**config.mk**
```make
export PLATFORM = sky130hd
export DESIGN_NAME = usec_event_counter
export DESIGN_NICKNAME = d
export VERILOG_FILES = /design/src/logic/usec_pkg.sv /design/src/logic/usec_snoop_class.sv /design/src/logic/usec_lkp_class.sv /design/src/logic/usec_event_counter.sv
export SDC_FILE = /design/constraint.sdc
export NUM_CORES = 1
export LEC_CHECK = 0
export ABC_AREA = 1
export BUFFER_PORTS_ARGS = -buffer_cell sky130_fd_sc_hd__buf_2
export CAP_MARGIN = 20
export CORE_ASPECT_RATIO = 1.1
export CORE_MARGIN = 5
export CORE_UTILIZATION = 29
export DETAILED_ROUTE_END_ITERATION = 8
export PLACE_DENSITY = 0.45
export SLEW_MARGIN = 20
export SYNTH_ARGS = -nofsm -noshare
export SYNTH_HDL_FRONTEND = slang
export SYNTH_SLANG_ARGS = --single-unit
export TNS_END_PERCENT = 10
```
**constraint.sdc**
```tcl
create_clock -name i_sys_clk -period 5.2 [get_ports i_sys_clk]
set_clock_uncertainty 0.1 [all_clocks]
set_input_delay 0.26 -clock i_sys_clk [delete_from_list [all_inputs] [get_ports i_sys_clk]]
set_output_delay 0.26 -clock i_sys_clk [all_outputs]
set_load 0.005 [all_outputs]
```
**src/logic/usec_pkg.sv**
```systemverilog
package usec_pkg;

    // event codes
    localparam logic [7:0] EVT_SNP_LOCAL  = 8'h06;
    localparam logic [7:0] EVT_SNP_REMOTE = 8'h07;
    localparam logic [7:0] EVT_LLC_HIT    = 8'h08;
    localparam logic [7:0] EVT_LLC_MISS   = 8'h09;

    // unit masks for snoop response events
    localparam logic [7:0] UM_I_STATE     = 8'h01;
    localparam logic [7:0] UM_S_STATE     = 8'h02;
    localparam logic [7:0] UM_FWD_S       = 8'h04;
    localparam logic [7:0] UM_FWD_I       = 8'h08;
    localparam logic [7:0] UM_CONFLICT    = 8'h10;
    localparam logic [7:0] UM_WB          = 8'h20;
    localparam logic [7:0] UM_HIT_MODIFIED = 8'h24;

    // unit masks for llc hit and miss events
    localparam logic [7:0] UM_READ        = 8'h01;
    localparam logic [7:0] UM_WRITE       = 8'h02;
    localparam logic [7:0] UM_PROBE       = 8'h04;
    localparam logic [7:0] UM_ANY         = 8'h03;

    // widths and reset values
    localparam int         SNP_BITS_W     = 6;
    localparam int         LKP_BITS_W     = 3;
    localparam int         CNT_W_DEF      = 48;
    localparam logic [7:0] SEL_RESET      = 8'h00;

    typedef enum logic [2:0] {
        LS_I = 3'h0,
        LS_S = 3'h1,
        LS_E = 3'h2,
        LS_M = 3'h3,
        LS_F = 3'h4
    } usec_line_type;

    typedef enum logic [1:0] {
        SK_RD_CODE = 2'h0,
        SK_RD_DATA = 2'h1,
        SK_RD_INV  = 2'h2,
        SK_OTHER   = 2'h3
    } usec_snp_kind_type;

    typedef enum logic [2:0] {
        LC_RD_CODE            = 3'h0,
        LC_RD_DATA            = 3'h1,
        LC_READ_FOR_OWNERSHIP = 3'h2,
        LC_WB                 = 3'h3,
        LC_PRB_IOHUB          = 3'h4,
        LC_PRB_REM            = 3'h5,
        LC_OTHER              = 3'h6
    } usec_lkp_class_type;

endpackage : usec_pkg

```
**src/logic/usec_snoop_class.sv**
```systemverilog
`timescale 1ns/1ps
module usec_snoop_class
    import usec_pkg::*;
(
    input  usec_snp_kind_type       i_kind,
    input  usec_line_type           i_state,
    input  logic                    i_conflict,
    output logic [SNP_BITS_W-1:0]   o_bits,
    output logic                    o_hit_modified,
    output usec_line_type           o_new_state,
    output logic                    o_fwd_valid,
    output usec_line_type           o_fwd_state
);

    logic is_read;

    always_comb begin
        is_read     = (i_kind == SK_RD_CODE) || (i_kind == SK_RD_DATA);
        o_bits      = '0;
        o_bits[0]   = (i_state == LS_I);
        // RQ2 shared state
        o_bits[1]   = (i_state == LS_S);
        o_bits[2]   = is_read && (i_state == LS_E);
        o_bits[3]   = (i_kind == SK_RD_INV) && (i_state == LS_M);
        // RQ5 conflict response
        o_bits[4]   = i_conflict;
        // RQ6 read hits modified
        o_bits[5]   = is_read && (i_state == LS_M);
        o_hit_modified = (i_state == LS_M) && (is_read || (i_kind == SK_RD_INV));
        o_new_state = i_state;
        o_fwd_valid = 1'b0;
        o_fwd_state = LS_I;
        // RQ3 demote exclusive, forward shared
        if (o_bits[2]) begin
            o_new_state = LS_S;
            o_fwd_valid = 1'b1;
            o_fwd_state = LS_S;
        end
        // RQ4 invalidate, forward modified
        if (o_bits[3]) begin
            o_new_state = LS_I;
            o_fwd_valid = 1'b1;
            o_fwd_state = LS_M;
        end
    end

endmodule : usec_snoop_class

```
**src/logic/usec_lkp_class.sv**
```systemverilog
`timescale 1ns/1ps
module usec_lkp_class
    import usec_pkg::*;
(
    input  usec_lkp_class_type      i_class,
    input  logic                    i_hit,
    output logic [LKP_BITS_W-1:0]   o_hit_bits,
    output logic [LKP_BITS_W-1:0]   o_miss_bits
);

    logic [LKP_BITS_W-1:0] kind;
    logic                  hit_eff;

    always_comb begin
        kind    = '0;
        // RQ8 read class
        kind[0] = (i_class == LC_RD_CODE) || (i_class == LC_RD_DATA)
                  || (i_class == LC_READ_FOR_OWNERSHIP);
        kind[1] = (i_class == LC_WB);
        // RQ10 probe class
        kind[2] = (i_class == LC_PRB_IOHUB) || (i_class == LC_PRB_REM);
        // RQ9 inclusive cache, writebacks always hit
        hit_eff     = i_hit || kind[1];
        o_hit_bits  = hit_eff ? kind : '0;
        // RQ13 writeback miss never reported
        o_miss_bits = hit_eff ? '0 : kind;
    end

endmodule : usec_lkp_class

```
**src/logic/usec_event_counter.sv**
```systemverilog
`timescale 1ns/1ps
// Notes on behaviour
// RQ1: 07H/01H counts remote snoop responses, line absent
// RQ2: umask 02H counts shared-state snoop responses
// RQ3: read snoop on exclusive demotes, forwards shared
// RQ4: read-invalidate on modified invalidates, forwards modified
// RQ5: umask 10H counts conflict snoop responses
// RQ6: umask 20H counts read snoops hitting modified
// RQ7: 07H/24H counts remote modified-hit responses
// RQ8: 08H/01H counts read and ownership hits
// RQ9: 08H/02H counts writeback hits; writebacks always hit
// RQ10: 08H/04H counts io_hub or remote probe hits
// RQ11: 08H/03H counts all read and write hits
// RQ12: 09H/01H counts read and ownership misses
// RQ13: 09H/02H writeback misses, always stays zero
// RQ14: 09H/04H counts io_hub or remote probe misses
// RQ15: 09H/03H counts all read and write misses
// RQ16: 06H/01H counts local snoop responses, line absent
// RQ17: count one per matching occurrence only
module usec_event_counter
    import usec_pkg::*;
#(
    parameter int CNT_W = CNT_W_DEF
)(
    input  logic                    i_sys_clk,
    input  logic                    i_rst_n,
    input  logic [7:0]              i_evt_code,
    input  logic [7:0]              i_umask,
    input  logic                    i_cnt_enable,
    input  logic                    i_cnt_clear,
    input  logic                    i_snp_valid,
    input  logic                    i_snp_remote,
    input  usec_snp_kind_type       i_snp_kind,
    input  usec_line_type           i_snp_state,
    input  logic                    i_snp_conflict,
    input  logic                    i_lkp_valid,
    input  usec_lkp_class_type      i_lkp_class,
    input  logic                    i_lkp_hit,
    output logic [CNT_W-1:0]        o_count,
    output logic                    o_match,
    output logic                    o_resp_valid,
    output usec_line_type           o_new_state,
    output logic                    o_fwd_valid,
    output usec_line_type           o_fwd_state
);

    function automatic logic mask_hit(input logic [7:0] umask, input logic [7:0] bits);
        mask_hit = |(umask & bits);
    endfunction : mask_hit

    logic [SNP_BITS_W-1:0]  snp_bits;
    logic                   snp_hit_modified;
    usec_line_type          snp_new_state;
    logic                   snp_fwd_valid;
    usec_line_type          snp_fwd_state;
    logic [LKP_BITS_W-1:0]  lkp_hit_bits;
    logic [LKP_BITS_W-1:0]  lkp_miss_bits;

    logic                   snp_sel;
    logic                   snp_match;
    logic                   lkp_match;
    logic                   count_inc;

    logic [CNT_W-1:0]       count_ff;
    logic [CNT_W-1:0]       nxt_count;
    logic                   match_ff;
    logic                   nxt_match;
    logic                   resp_valid_ff;
    logic                   nxt_resp_valid;
    usec_line_type          new_state_ff;
    usec_line_type          nxt_new_state;
    logic                   fwd_valid_ff;
    logic                   nxt_fwd_valid;
    usec_line_type          fwd_state_ff;
    usec_line_type          nxt_fwd_state;

    usec_snoop_class u_snoop_class (
        .i_kind      (i_snp_kind),
        .i_state     (i_snp_state),
        .i_conflict  (i_snp_conflict),
        .o_bits      (snp_bits),
        .o_hit_modified (snp_hit_modified),
        .o_new_state (snp_new_state),
        .o_fwd_valid (snp_fwd_valid),
        .o_fwd_state (snp_fwd_state)
    );

    usec_lkp_class u_lkp_class (
        .i_class     (i_lkp_class),
        .i_hit       (i_lkp_hit),
        .o_hit_bits  (lkp_hit_bits),
        .o_miss_bits (lkp_miss_bits)
    );

    // event qualification
    always_comb begin
        // RQ16 local home selected by 06H
        snp_sel = i_snp_valid
                  && (((i_evt_code == EVT_SNP_LOCAL) && !i_snp_remote)
                  || ((i_evt_code == EVT_SNP_REMOTE) && i_snp_remote));
        // RQ7 modified-hit mask is exact
        if (i_umask == UM_HIT_MODIFIED) begin
            snp_match = snp_sel && snp_hit_modified;
        end else begin
            // RQ1 per-bit snoop mask match
            snp_match = snp_sel && mask_hit(i_umask, {2'h0, snp_bits});
        end
        lkp_match = 1'b0;
        // RQ11 hit class mask match
        if (i_lkp_valid && (i_evt_code == EVT_LLC_HIT)) begin
            lkp_match = mask_hit(i_umask, {5'h00, lkp_hit_bits});
        end
        // RQ12 read misses
        // RQ14 probe misses
        // RQ15 miss class mask match
        if (i_lkp_valid && (i_evt_code == EVT_LLC_MISS)) begin
            lkp_match = mask_hit(i_umask, {5'h00, lkp_miss_bits});
        end
        count_inc = i_cnt_enable && (snp_match || lkp_match);
    end

    // counter and response next values
    always_comb begin
        nxt_count      = count_ff;
        // RQ17 one increment per match
        if (i_cnt_clear) begin
            nxt_count = '0;
        end else if (count_inc) begin
            nxt_count = count_ff + {{(CNT_W-1){1'b0}}, 1'b1};
        end
        nxt_match      = count_inc && !i_cnt_clear;
        nxt_resp_valid = i_snp_valid;
        nxt_new_state  = i_snp_valid ? snp_new_state : new_state_ff;
        nxt_fwd_valid  = i_snp_valid && snp_fwd_valid;
        nxt_fwd_state  = i_snp_valid ? snp_fwd_state : fwd_state_ff;
    end

    always_ff @(posedge i_sys_clk or negedge i_rst_n) begin
        if (!i_rst_n) begin
            count_ff      <= '0;
            match_ff      <= 1'b0;
            resp_valid_ff <= 1'b0;
            new_state_ff  <= LS_I;
            fwd_valid_ff  <= 1'b0;
            fwd_state_ff  <= LS_I;
        end else begin
            count_ff      <= nxt_count;
            match_ff      <= nxt_match;
            resp_valid_ff <= nxt_resp_valid;
            new_state_ff  <= nxt_new_state;
            fwd_valid_ff  <= nxt_fwd_valid;
            fwd_state_ff  <= nxt_fwd_state;
        end
    end

    assign o_count      = count_ff;
    assign o_match      = match_ff;
    assign o_resp_valid = resp_valid_ff;
    assign o_new_state  = new_state_ff;
    assign o_fwd_valid  = fwd_valid_ff;
    assign o_fwd_state  = fwd_state_ff;

    logic quiet;
    logic lkp_quiet;
    assign quiet = i_cnt_enable && !i_cnt_clear && !i_lkp_valid;
    assign lkp_quiet = i_cnt_enable && !i_cnt_clear && !i_snp_valid;
endmodule : usec_event_counter

```
==> flow_summary.yaml, run 1 <==
run_status:
  status: "complete, but fails checks"
  violations: "hold timing"
yosys:
  synth_adder_area_share_pct: 0.286
  syn-num-nets: 735
  post_synth_instance_area_um2: 4370
  synth_seq_cells: 56
  yosysWarnings: 0
  synthMuxAreaShare_pct: 0
  yosysSeqAreaShare_pct: 32.1
  yosys.area_share.simple_pct: 51.1
  synth_compound_area_share_pct: 1.37
  synthCells: 701
  synth.avg_cell_area_um2: 6.23
  synth-xor-area-share_pct: 3.41
  dominant_combinational_cell_family_by_area_after_synthesis: "simple AND/OR/NAND/NOR gates"
  netlist-cell-type-count: 30
clocking:
  numClockSinks: 56
  cts.hold.buffers_added: 0
  cts_root_buf: "sky130_fd_sc_hd__clkbuf_16"
  post_cts_resized: 0
  clock_path_buffers: 2
  cts_tree: "yes"
  cts.repair_timing.setup_buffer_count: 0
  worstSkewPairLatency_ps: 320
  cts_made_buffers: 5
  clk_pin_slew_worst_paths_ps: 90
  maximum_level_of_the_cts_h_tree: 2
floorplan:
  num_io_pins: 90
  floorplan.rows: 47
  die-height_um: 139
  die_area_um2: 17600
  initial_core_utilization_pct: 29.3
  die_x_um: 127
  core_area_um2: 14900
routing:
  wl_mm: 14.0
  antenna_left: 0
  detailedRoute.firstPassIterationCount: 5
  drc_errors: 0
  routed-via-count: 4625
  average_routed_wire_per_standard_cell_um: 14.5
  detail_route.iter0.violations: 305
  post_drt_via_cell_ratio: 4.77
hold_path:
  holdCritPathClass: "input port to asynchronous set/reset pin"
critical_path:
  worst_path_dominant_cell_family: "simple AND/OR/NAND/NOR gates"
  crit_start: "o_count[0]"
  required_time_of_the_worst_setup_path_ps: 5340
  worst_path_most_repeated_cell: "sky130_fd_sc_hd__nand2_1"
  worst_ep_arrival_time_ps: 2540
  critPathSlowestCell: "sky130_fd_sc_hd__dfrtp_1"
  critPathCaptureType: "flip-flop"
  crit_type: "flip-flop to flip-flop"
  worstPathCellList: "ha_1, nand2_1, nor2_4, nand2_2, nor2_4, nand3_1, nand2_1, nand2_1, inv_1, nand4_1, nand2_1"
  setup.worst_path.start_class: "flip-flop"
  r2r_start: "o_count[0]"
  cp_num_buf_inv: 1
  critical_path.max_fanout: 9
  slowest_delay_ps: 560
final_layout:
  design.final.nets: 807
  mostFrequentLayoutCells: "237 x sky130_fd_sc_hd__nand2_1, 94 x sky130_fd_sc_hd__inv_1, 88 x sky130_fd_sc_hd__buf_2"
  syn_to_final_growth_pct: 16.7
  final_cell_area_um2: 5100
  antenna_cells_inserted: 0
  layout-drive-gt1-share_pct: 16.4
  post-route-util_pct: 34.1
  most_common_cell_after_layout_fill_and_taps_aside: "sky130_fd_sc_hd__nand2_1"
timing:
  tightest_slew_ps: 1030
  timing_limited_maximum_frequency_mhz: 418
  final_period_minus_worst_setup_slack_ps: 2390
  final.setup.tns_ps: 0
  setup_viol: 0
  relSlewSlack_pct: 31.3
  grt_setup_unrepaired: "no"
  report.final.slew_viol_count: 0
  timing_hold_violations_final: 7
  holdWs_ps: -3.32
  post-route-period-util_pct: 46.0
grt:
  use_met3_pct: 2.93
  antenna_found_initial: 0
  gr-usage-all-layers_pct: 16.3
  grt_overflow: 0
  grt_pass1_wl_mm: 23.6
  grt_busiest_layer: "met2"
  gr-usage-met2_pct: 26.9
  gr-usage-met1_pct: 21.2
  first_global_vias: 4660
  grt_start_max_net_pins: 97
flow_run:
  max-cap-violations: 0
place:
  detailed_place_hpwl_mm: 10.7
  detailed_place.area_um2: 4940
  gp_routability_congestion: 0.926
  buffer_ports.inserted: 88
pwr:
  power_density_nw_per_um2: 172
  power.leakage_nw: 2.75
  finalPower_mw: 0.875
  ir_worst_vdd_mv: 0.105
-- cells in the mapped netlist --
master / number / area, µm²
sky130_fd_sc_hd__o21a_1: 1 / 7.51
sky130_fd_sc_hd__nand3_2: 10 / 100
sky130_fd_sc_hd__buf_4: 3 / 22.5
sky130_fd_sc_hd__o21ai_0: 5 / 25.0
sky130_fd_sc_hd__nor3b_1: 1 / 7.51
sky130_fd_sc_hd__inv_2: 2 / 7.51
sky130_fd_sc_hd__conb_1: 1 / 3.75
sky130_fd_sc_hd__inv_1: 94 / 353
sky130_fd_sc_hd__xnor2_1: 10 / 87.6
sky130_fd_sc_hd__xor2_1: 7 / 61.3
sky130_fd_sc_hd__buf_2: 7 / 35.0
sky130_fd_sc_hd__nand2_4: 1 / 11.3
sky130_fd_sc_hd__clkbuf_1: 9 / 33.8
sky130_fd_sc_hd__a21oi_1: 1 / 5.00
sky130_fd_sc_hd__dfrtp_1: 56 / 1400
sky130_fd_sc_hd__nand2_2: 3 / 18.8
sky130_fd_sc_hd__nor2_4: 4 / 45.0
sky130_fd_sc_hd__nor3_2: 1 / 10.0
sky130_fd_sc_hd__buf_6: 3 / 33.8
sky130_fd_sc_hd__nand3_1: 77 / 385
sky130_fd_sc_hd__a31oi_1: 1 / 6.26
sky130_fd_sc_hd__nor2_2: 5 / 31.3
sky130_fd_sc_hd__buf_1: 4 / 15.0
sky130_fd_sc_hd__nor2_1: 87 / 327
sky130_fd_sc_hd__ha_1: 1 / 12.5
sky130_fd_sc_hd__a21o_1: 1 / 7.51
sky130_fd_sc_hd__nand4_1: 65 / 407
sky130_fd_sc_hd__o21ai_2: 1 / 8.76
sky130_fd_sc_hd__nand2_1: 237 / 890
sky130_fd_sc_hd__clkinv_1: 3 / 11.3
-- state kept, by name, summed over array words and instances (netlist names) --
register      count
o_fwd_valid       1
o_match           1
o_count          48
o_fwd_state       2
o_resp_valid      1
o_new_state       3
-- where the power goes --
| group | total (mW) | switching [mW] | internal (mW) | leakage [nW] |
|---|---|---|---|---|
| Clock | 0.370 | 0.184 | 0.186 | 0.0767 |
| Combinational | 0.0643 | 0.0443 | 0.0200 | 1.90 |
| Sequential | 0.441 | 0.00174 | 0.439 | 0.773 |
-- path summary, 6_finish.rpt --
kind	slack (ps)	to	cells after the start
min in group i_sys_clk	30	o_resp_valid	1
min	-3	o_count[5]	2
max in group asynchronous	4520	o_count[47]	2
max reg2reg	2810	o_count[46]	11
min reg2reg	390	o_fwd_state[1]	1
max	2810	o_count[46]	11
-- stage by stage --
stage / std cells / setup slack (ps)
after floorplan: 701 / 3350
after global placement: 962 / 2570
after detailed placement: 962 / 2510
after CTS: 970 / 2780
after global routing: 970 / 2520
final: 970 / 2810
-- kinds of logic (layout without fill, tap and decap cells) --
| logic type | Yosys count | after routing |
|---|---|---|
| simple gates | 491 | 491 |
| compound gates | 10 | 10 |
| xor+xnor | 17 | 17 |
| other cells | 1 | 1 |
| fa+ha+maj | 1 | 1 |
| buf+inv | 125 | 198 |
| flops | 56 | 56 |
-- layer usage --
metal	up-vias	part of all wire (%)
li1	2371	-
met2	116	47
met4	0	2.6
met5	-	0
met3	20	4.8
met1	2118	46
-- cell type report --
class                      count  area [µm²]
timing repair buffer          91         463
tap                          196         245
fill                        1657        9840
sequential                    56        1400
inverter                      99         372
multi-input combinational    520        2460
clock inverter                 3        28.8
clock buffer                   5         125
No activity file was read; power rests on OpenSTA's default activity.
==> run 2, diff against run 1 <==
==> constraint.sdc (replaced) <==
create_clock -name i_sys_clk -period 2.5 [get_ports i_sys_clk]
set_clock_uncertainty 0.1 [all_clocks]
set_input_delay 0.125 -clock i_sys_clk [delete_from_list [all_inputs] [get_ports i_sys_clk]]
set_output_delay 0.125 -clock i_sys_clk [all_outputs]
set_load 0.005 [all_outputs]
==> run 2 against run 1 <==
The flow now finishes without violations. Worst hold slack better by 21 ps. Routed wire length up 10%. Global-route usage up 1.7 points. Critical path type unchanged. Total power up 110%. Highest routed layer unchanged. Count of clock-buffer cells in the layout unchanged. Critical endpoint is now o_count[16]. Die area unchanged. Via count up 1.6%. Sequential power up 110%. Clock power up 100%. Critical path depth down 3.
==> flow_summary.yaml, run 2 (synthesis gave the netlist of run 1 again) <==
final_layout:
  design.final.nets: 813
  antenna_cells_inserted: 0
  syn_to_final_growth_pct: 18.6
  mostFrequentLayoutCells: "237 x sky130_fd_sc_hd__nand2_1, 94 x sky130_fd_sc_hd__inv_1, 88 x sky130_fd_sc_hd__buf_2"
  post-route-util_pct: 34.7
  largest_register_ffs: 48
  nFillCells: 1680
  most_common_cell_after_layout_fill_and_taps_aside: "sky130_fd_sc_hd__nand2_1"
  layout-drive-gt1-share_pct: 16.7
routing:
  post_drt_via_cell_ratio: 4.81
  wl_mm: 15.5
  average_routed_wire_per_standard_cell_um: 15.9
  routed-via-count: 4697
  detail_route.iter0.violations: 288
  antenna_left: 0
  drc_errors: 0
  detailedRoute.firstPassIterationCount: 5
timing:
  grt_setup_unrepaired: "no"
  report.final.slew_viol_count: 0
  final_period_minus_worst_setup_slack_ps: 2100
  timing_hold_violations_final: 0
  setup_viol: 0
  timing_limited_maximum_frequency_mhz: 475
  tightest_slew_ps: 722
  final.setup.tns_ps: 0
  post-route-period-util_pct: 84.2
  relSlewSlack_pct: 51.8
grt:
  grt_pass1_wl_mm: 25.2
  antenna_found_initial: 0
  grt_start_max_net_pins: 97
  gr-usage-all-layers_pct: 17.9
  grt_overflow: 0
  first_global_vias: 4600
clocking:
  post_cts_resized: 0
  clock_path_buffers: 2
  cts_made_buffers: 5
  cts.repair_timing.setup_buffer_count: 0
  clk_pin_slew_worst_paths_ps: 80
  cts_root_buf: "sky130_fd_sc_hd__clkbuf_16"
  cts_tree: "yes"
  numClockSinks: 56
  cts.hold.buffers_added: 3
  maximum_level_of_the_cts_h_tree: 2
  worstSkewPairLatency_ps: 310
floorplan:
  num_io_pins: 90
  die_x_um: 127
  floorplan.rows: 47
  core_area_um2: 14900
  initial_core_utilization_pct: 29.3
  die-height_um: 139
  die_area_um2: 17600
pwr:
  ir_worst_vdd_mv: 0.229
  power_density_nw_per_um2: 349
  power.leakage_nw: 2.78
critical_path:
  critical_path.max_fanout: 9
  setup.worst_path.start_class: "flip-flop"
  crit_start: "o_count[0]"
  r2r_start: "o_count[0]"
  required_time_of_the_worst_setup_path_ps: 2640
  worst_ep_arrival_time_ps: 2250
  crit_type: "flip-flop to flip-flop"
  ff2ff_setup_slack_ps: 400
  critPathCaptureType: "flip-flop"
hold_path:
  holdCritPathClass: "input port to flip-flop"
  min-delay-start: "i_snp_state[1]"
flow_run:
  max-cap-violations: 0
run_status:
  status: "finished clean"
place:
  gp_routability_congestion: 0.879
  detailed_place_hpwl_mm: 11.7
  buffer_ports.inserted: 88
==> run 2: changes by cell type in the layout (fill, tap and decap cells not counted), sizes merged <==
cell / previous run / this run
buf: 91 / 94
clkinvlp: 0 / 2
clkinv: 2 / 3
dlygate4sd3: 0 / 3
inv: 100 / 97
==> run 2: metrics by stage <==
step | setup slack [ps] | power, mW | hold slack, ps | cells | area [µm²]
floorplan | 646 | 1.00 | -271 | 701 | 4370
global placement | 468 | 1.08 | 118 | 965 | 5000
detailed placement | 410 | 1.08 | 131 | 965 | 5000
CTS | 390 | 1.85 | 3.82 | 976 | 5180
global route | 172 | 1.89 | 23.2 | 976 | 5180
finish | 396 | 1.81 | 17.7 | 976 | 5180
==> run 2: path summary, 6_finish.rpt <==
kind,to,cells after the start
min reg2reg,o_new_state[2],2
max,o_count[16],8
max reg2reg,o_count[16],8
max in group asynchronous,o_count[10],3
min,o_new_state[1],3
min in group asynchronous,o_match,2
==> run 2: area by class of cell <==
class | count | area (µm²) | share of cell area [%]
multi-input combinational | 520 | 2460 | 47.5
sequential | 56 | 1400 | 27.0
timing repair buffer | 97 | 553 | 10.7
inverter | 99 | 372 | 7.17
tap | 196 | 245 | 4.73
clock buffer | 5 | 125 | 2.41
clock inverter | 3 | 23.8 | 0.459
==> run 2: report_power, final <==
group / switching, mW / internal [mW]
Combinational: 0.0955 / 0.0495
Sequential: 0.00356 / 0.913
Clock: 0.373 / 0.375
==> run 2: per-layer routing <==
metal | part of all wire [%] | track usage [%] | vias up
li1 | - | - | 2392
met1 | 47 | 24.5 | 2157
met2 | 46 | 28.9 | 128
met3 | 4.9 | 2.47 | 20
met4 | 2.3 | 6.38 | 0
met5 | 0 | 0 | -
==> run 2: critical path, stage by stage, from the launching register on <==
cell and delay, ps:
sky130_fd_sc_hd__dfrtp_1 510, sky130_fd_sc_hd__ha_1 320, sky130_fd_sc_hd__nand2_1 120, sky130_fd_sc_hd__nor2_4 220, sky130_fd_sc_hd__nand2_2 160, sky130_fd_sc_hd__nor2_2 200
sky130_fd_sc_hd__xor2_1 190, sky130_fd_sc_hd__nand4_1 110, sky130_fd_sc_hd__nand2_1 100
==> run 3, diff against run 2 <==
--- a/config.mk
+++ b/config.mk
@@ -12,7 +12,7 @@
 export CORE_MARGIN = 5
 export CORE_UTILIZATION = 29
 export DETAILED_ROUTE_END_ITERATION = 8
-export PLACE_DENSITY = 0.45
+export PLACE_DENSITY = 0.46
 export SLEW_MARGIN = 20
 export SYNTH_ARGS = -nofsm -noshare
 export SYNTH_HDL_FRONTEND = slang
==> constraint.sdc (replaced) <==
create_clock -name i_sys_clk -period 1.8 [get_ports i_sys_clk]
set_clock_uncertainty 0.1 [all_clocks]
set_input_delay 0.09 -clock i_sys_clk [delete_from_list [all_inputs] [get_ports i_sys_clk]]
set_output_delay 0.09 -clock i_sys_clk [all_outputs]
set_load 0.005 [all_outputs]
==> run 3 against run 2 <==
Utilization up 3.3 points. Count of clock-buffer cells in the layout up 1. Final area up 9.4%. Highest routed layer unchanged. Critical path type unchanged.
==> flow_summary.yaml, run 3 (synthesis gave the netlist of run 1 again) <==
place:
  detailed_place_hpwl_mm: 11.9
  gp_routability_congestion: 0.953
  detailed_place.area_um2: 5380
  dp_slack_ps: -27.8
  buffer_ports.inserted: 88
critical_path:
  crit_type: "flip-flop to flip-flop"
  critical_path_end: "o_count[46]"
  crit_start: "o_count[1]"
  worst_r2r_endpoint: "o_count[46]"
  r2r_start: "o_count[1]"
  setup.worst_path.start_class: "flip-flop"
  critPathCaptureType: "flip-flop"
  rr_worst_depth: 11
  ff2ff_setup_slack_ps: 70
  critical_path.max_fanout: 5
  worst_ep_arrival_time_ps: 1880
  required_time_of_the_worst_setup_path_ps: 1950
run_status:
  status: "finished clean"
final_layout:
  largest_register_ffs: 48
  mostFrequentLayoutCells: "236 x sky130_fd_sc_hd__nand2_1, 94 x sky130_fd_sc_hd__inv_1, 88 x sky130_fd_sc_hd__buf_2"
  design.final.nets: 861
  most_common_cell_after_layout_fill_and_taps_aside: "sky130_fd_sc_hd__nand2_1"
  post-route-util_pct: 38.0
  antenna_cells_inserted: 0
  syn_to_final_growth_pct: 29.7
  nFillCells: 1665
  final_cell_area_um2: 5670
  layout-drive-gt1-share_pct: 24.5
routing:
  post_drt_via_cell_ratio: 4.79
  antenna_left: 0
  wl_mm: 15.6
  drc_errors: 0
  detailedRoute.firstPassIterationCount: 4
  routed-via-count: 4902
  average_routed_wire_per_standard_cell_um: 15.3
  detail_route.iter0.violations: 304
grt:
  grt_overflow: 0
  grt_start_max_net_pins: 97
  grt_pass1_wl_mm: 25.5
  first_global_vias: 4847
  gr-usage-all-layers_pct: 17.8
  antenna_found_initial: 0
pwr:
  power_density_nw_per_um2: 474
  finalPower_mw: 2.69
  ir_worst_vdd_mv: 0.355
  power.leakage_nw: 3.04
timing:
  setup_viol: 0
  timing_hold_violations_final: 0
  report.final.slew_viol_count: 0
  final.setup.tns_ps: 0
  post-route-period-util_pct: 95.9
  grt_setup_unrepaired: "yes"
  final_period_minus_worst_setup_slack_ps: 1730
  timing_limited_maximum_frequency_mhz: 579
  timing.final.ws_setup_ps: 73.5
clocking:
  cts_tree: "yes"
  clock_path_buffers: 2
  numClockSinks: 56
  worstSkewPairLatency_ps: 300
  maximum_level_of_the_cts_h_tree: 2
  cts.repair_timing.setup_buffer_count: 0
  clk_pin_slew_worst_paths_ps: 80
  cts_root_buf: "sky130_fd_sc_hd__clkbuf_16"
  cts_made_buffers: 5
floorplan:
  initial_core_utilization_pct: 29.3
  die_area_um2: 17600
  core_area_um2: 14900
  num_io_pins: 90
  floorplan.rows: 47
  die-height_um: 139
  die_x_um: 127
hold_path:
  holdCritPathClass: "input port to flip-flop"
flow_run:
  max-cap-violations: 0
==> run 3: cell types whose count changed in the layout (fill, tap and decap cells not counted), sizes merged <==
cell      previous run  this run
clkinvlp             2         0
bufinv               0         1
clkbuf               5         6
buf                 94       142
==> run 3: through the flow <==
| stage | hold slack [ps] | instances |
|---|---|---|
| floorplan | -306 | 701 |
| global placement | 29.6 | 1013 |
| detailed placement | 31.0 | 1013 |
| CTS | 0.511 | 1024 |
| global route | 21.5 | 1024 |
| finish | 6.93 | 1024 |
==> run 3: per-layer routing <==
metal  share of wire (%)  vias to the layer above  track usage (%)
li1                    -                     2486                -
met1                  46                     2271             24.3
met2                  47                      125             29.0
met3                 4.5                       20             2.50
met4                 2.4                        0             5.93
met5                   0                        -                0
==> run 3: layout make-up <==
type                       instances  area (µm²)  share of cell area (%)
sequential                        56        1410                    24.9
inverter                          99         372                    6.55
timing repair buffer             145         926                    16.3
tap                              196         245                    4.32
multi-input combinational        520        2540                    44.7
clock buffer                       6         139                    2.45
clock inverter                     2        38.8                   0.684
==> run 3: critical path, stage by stage (launching register included) <==
cell and delay [ps]:
sky130_fd_sc_hd__dfrtp_1 370, sky130_fd_sc_hd__ha_2 180, sky130_fd_sc_hd__nand2_1 80, sky130_fd_sc_hd__nor2_4 160
sky130_fd_sc_hd__nand2_2 140, sky130_fd_sc_hd__nor2_4 210, sky130_fd_sc_hd__nand3_1 110, sky130_fd_sc_hd__nand2_1 70
sky130_fd_sc_hd__nand2_1 50, sky130_fd_sc_hd__inv_1 50, sky130_fd_sc_hd__nand4_1 70, sky130_fd_sc_hd__nand2_1 80
==> run 3: how the worst min path moves through the flow <==
| stage | end | cells after the start | from | slack (ps) |
|---|---|---|---|---|
| finish | o_new_state[1] | 3 | i_snp_state[1] | 7 |
| global route | o_new_state[1] | 3 | i_snp_state[1] | 20 |
| CTS | o_new_state[1] | 3 | i_snp_state[1] | 0.5 |
| detailed placement | o_count[40] | 2 | i_rst_n | 30 |
| global placement | o_count[40] | 2 | i_rst_n | 30 |
| floorplan | o_count[0] | 0 | i_rst_n | -310 |
==> run 3: report_power, final <==
group	total [mW]	internal (mW)	switching (mW)
clock	1.21	0.700	0.513
sequential	1.27	1.27	0.00512
combinational	0.204	0.0714	0.133
==> run 3: repair_timing <==
action                                  in CTS  in global routing
endpoints found under the hold margin       59                  0
pin swaps                                    0                  3
endpoints found under the setup margin       6                 33
hold buffers                                 3                  0
resized for setup                            5                 25
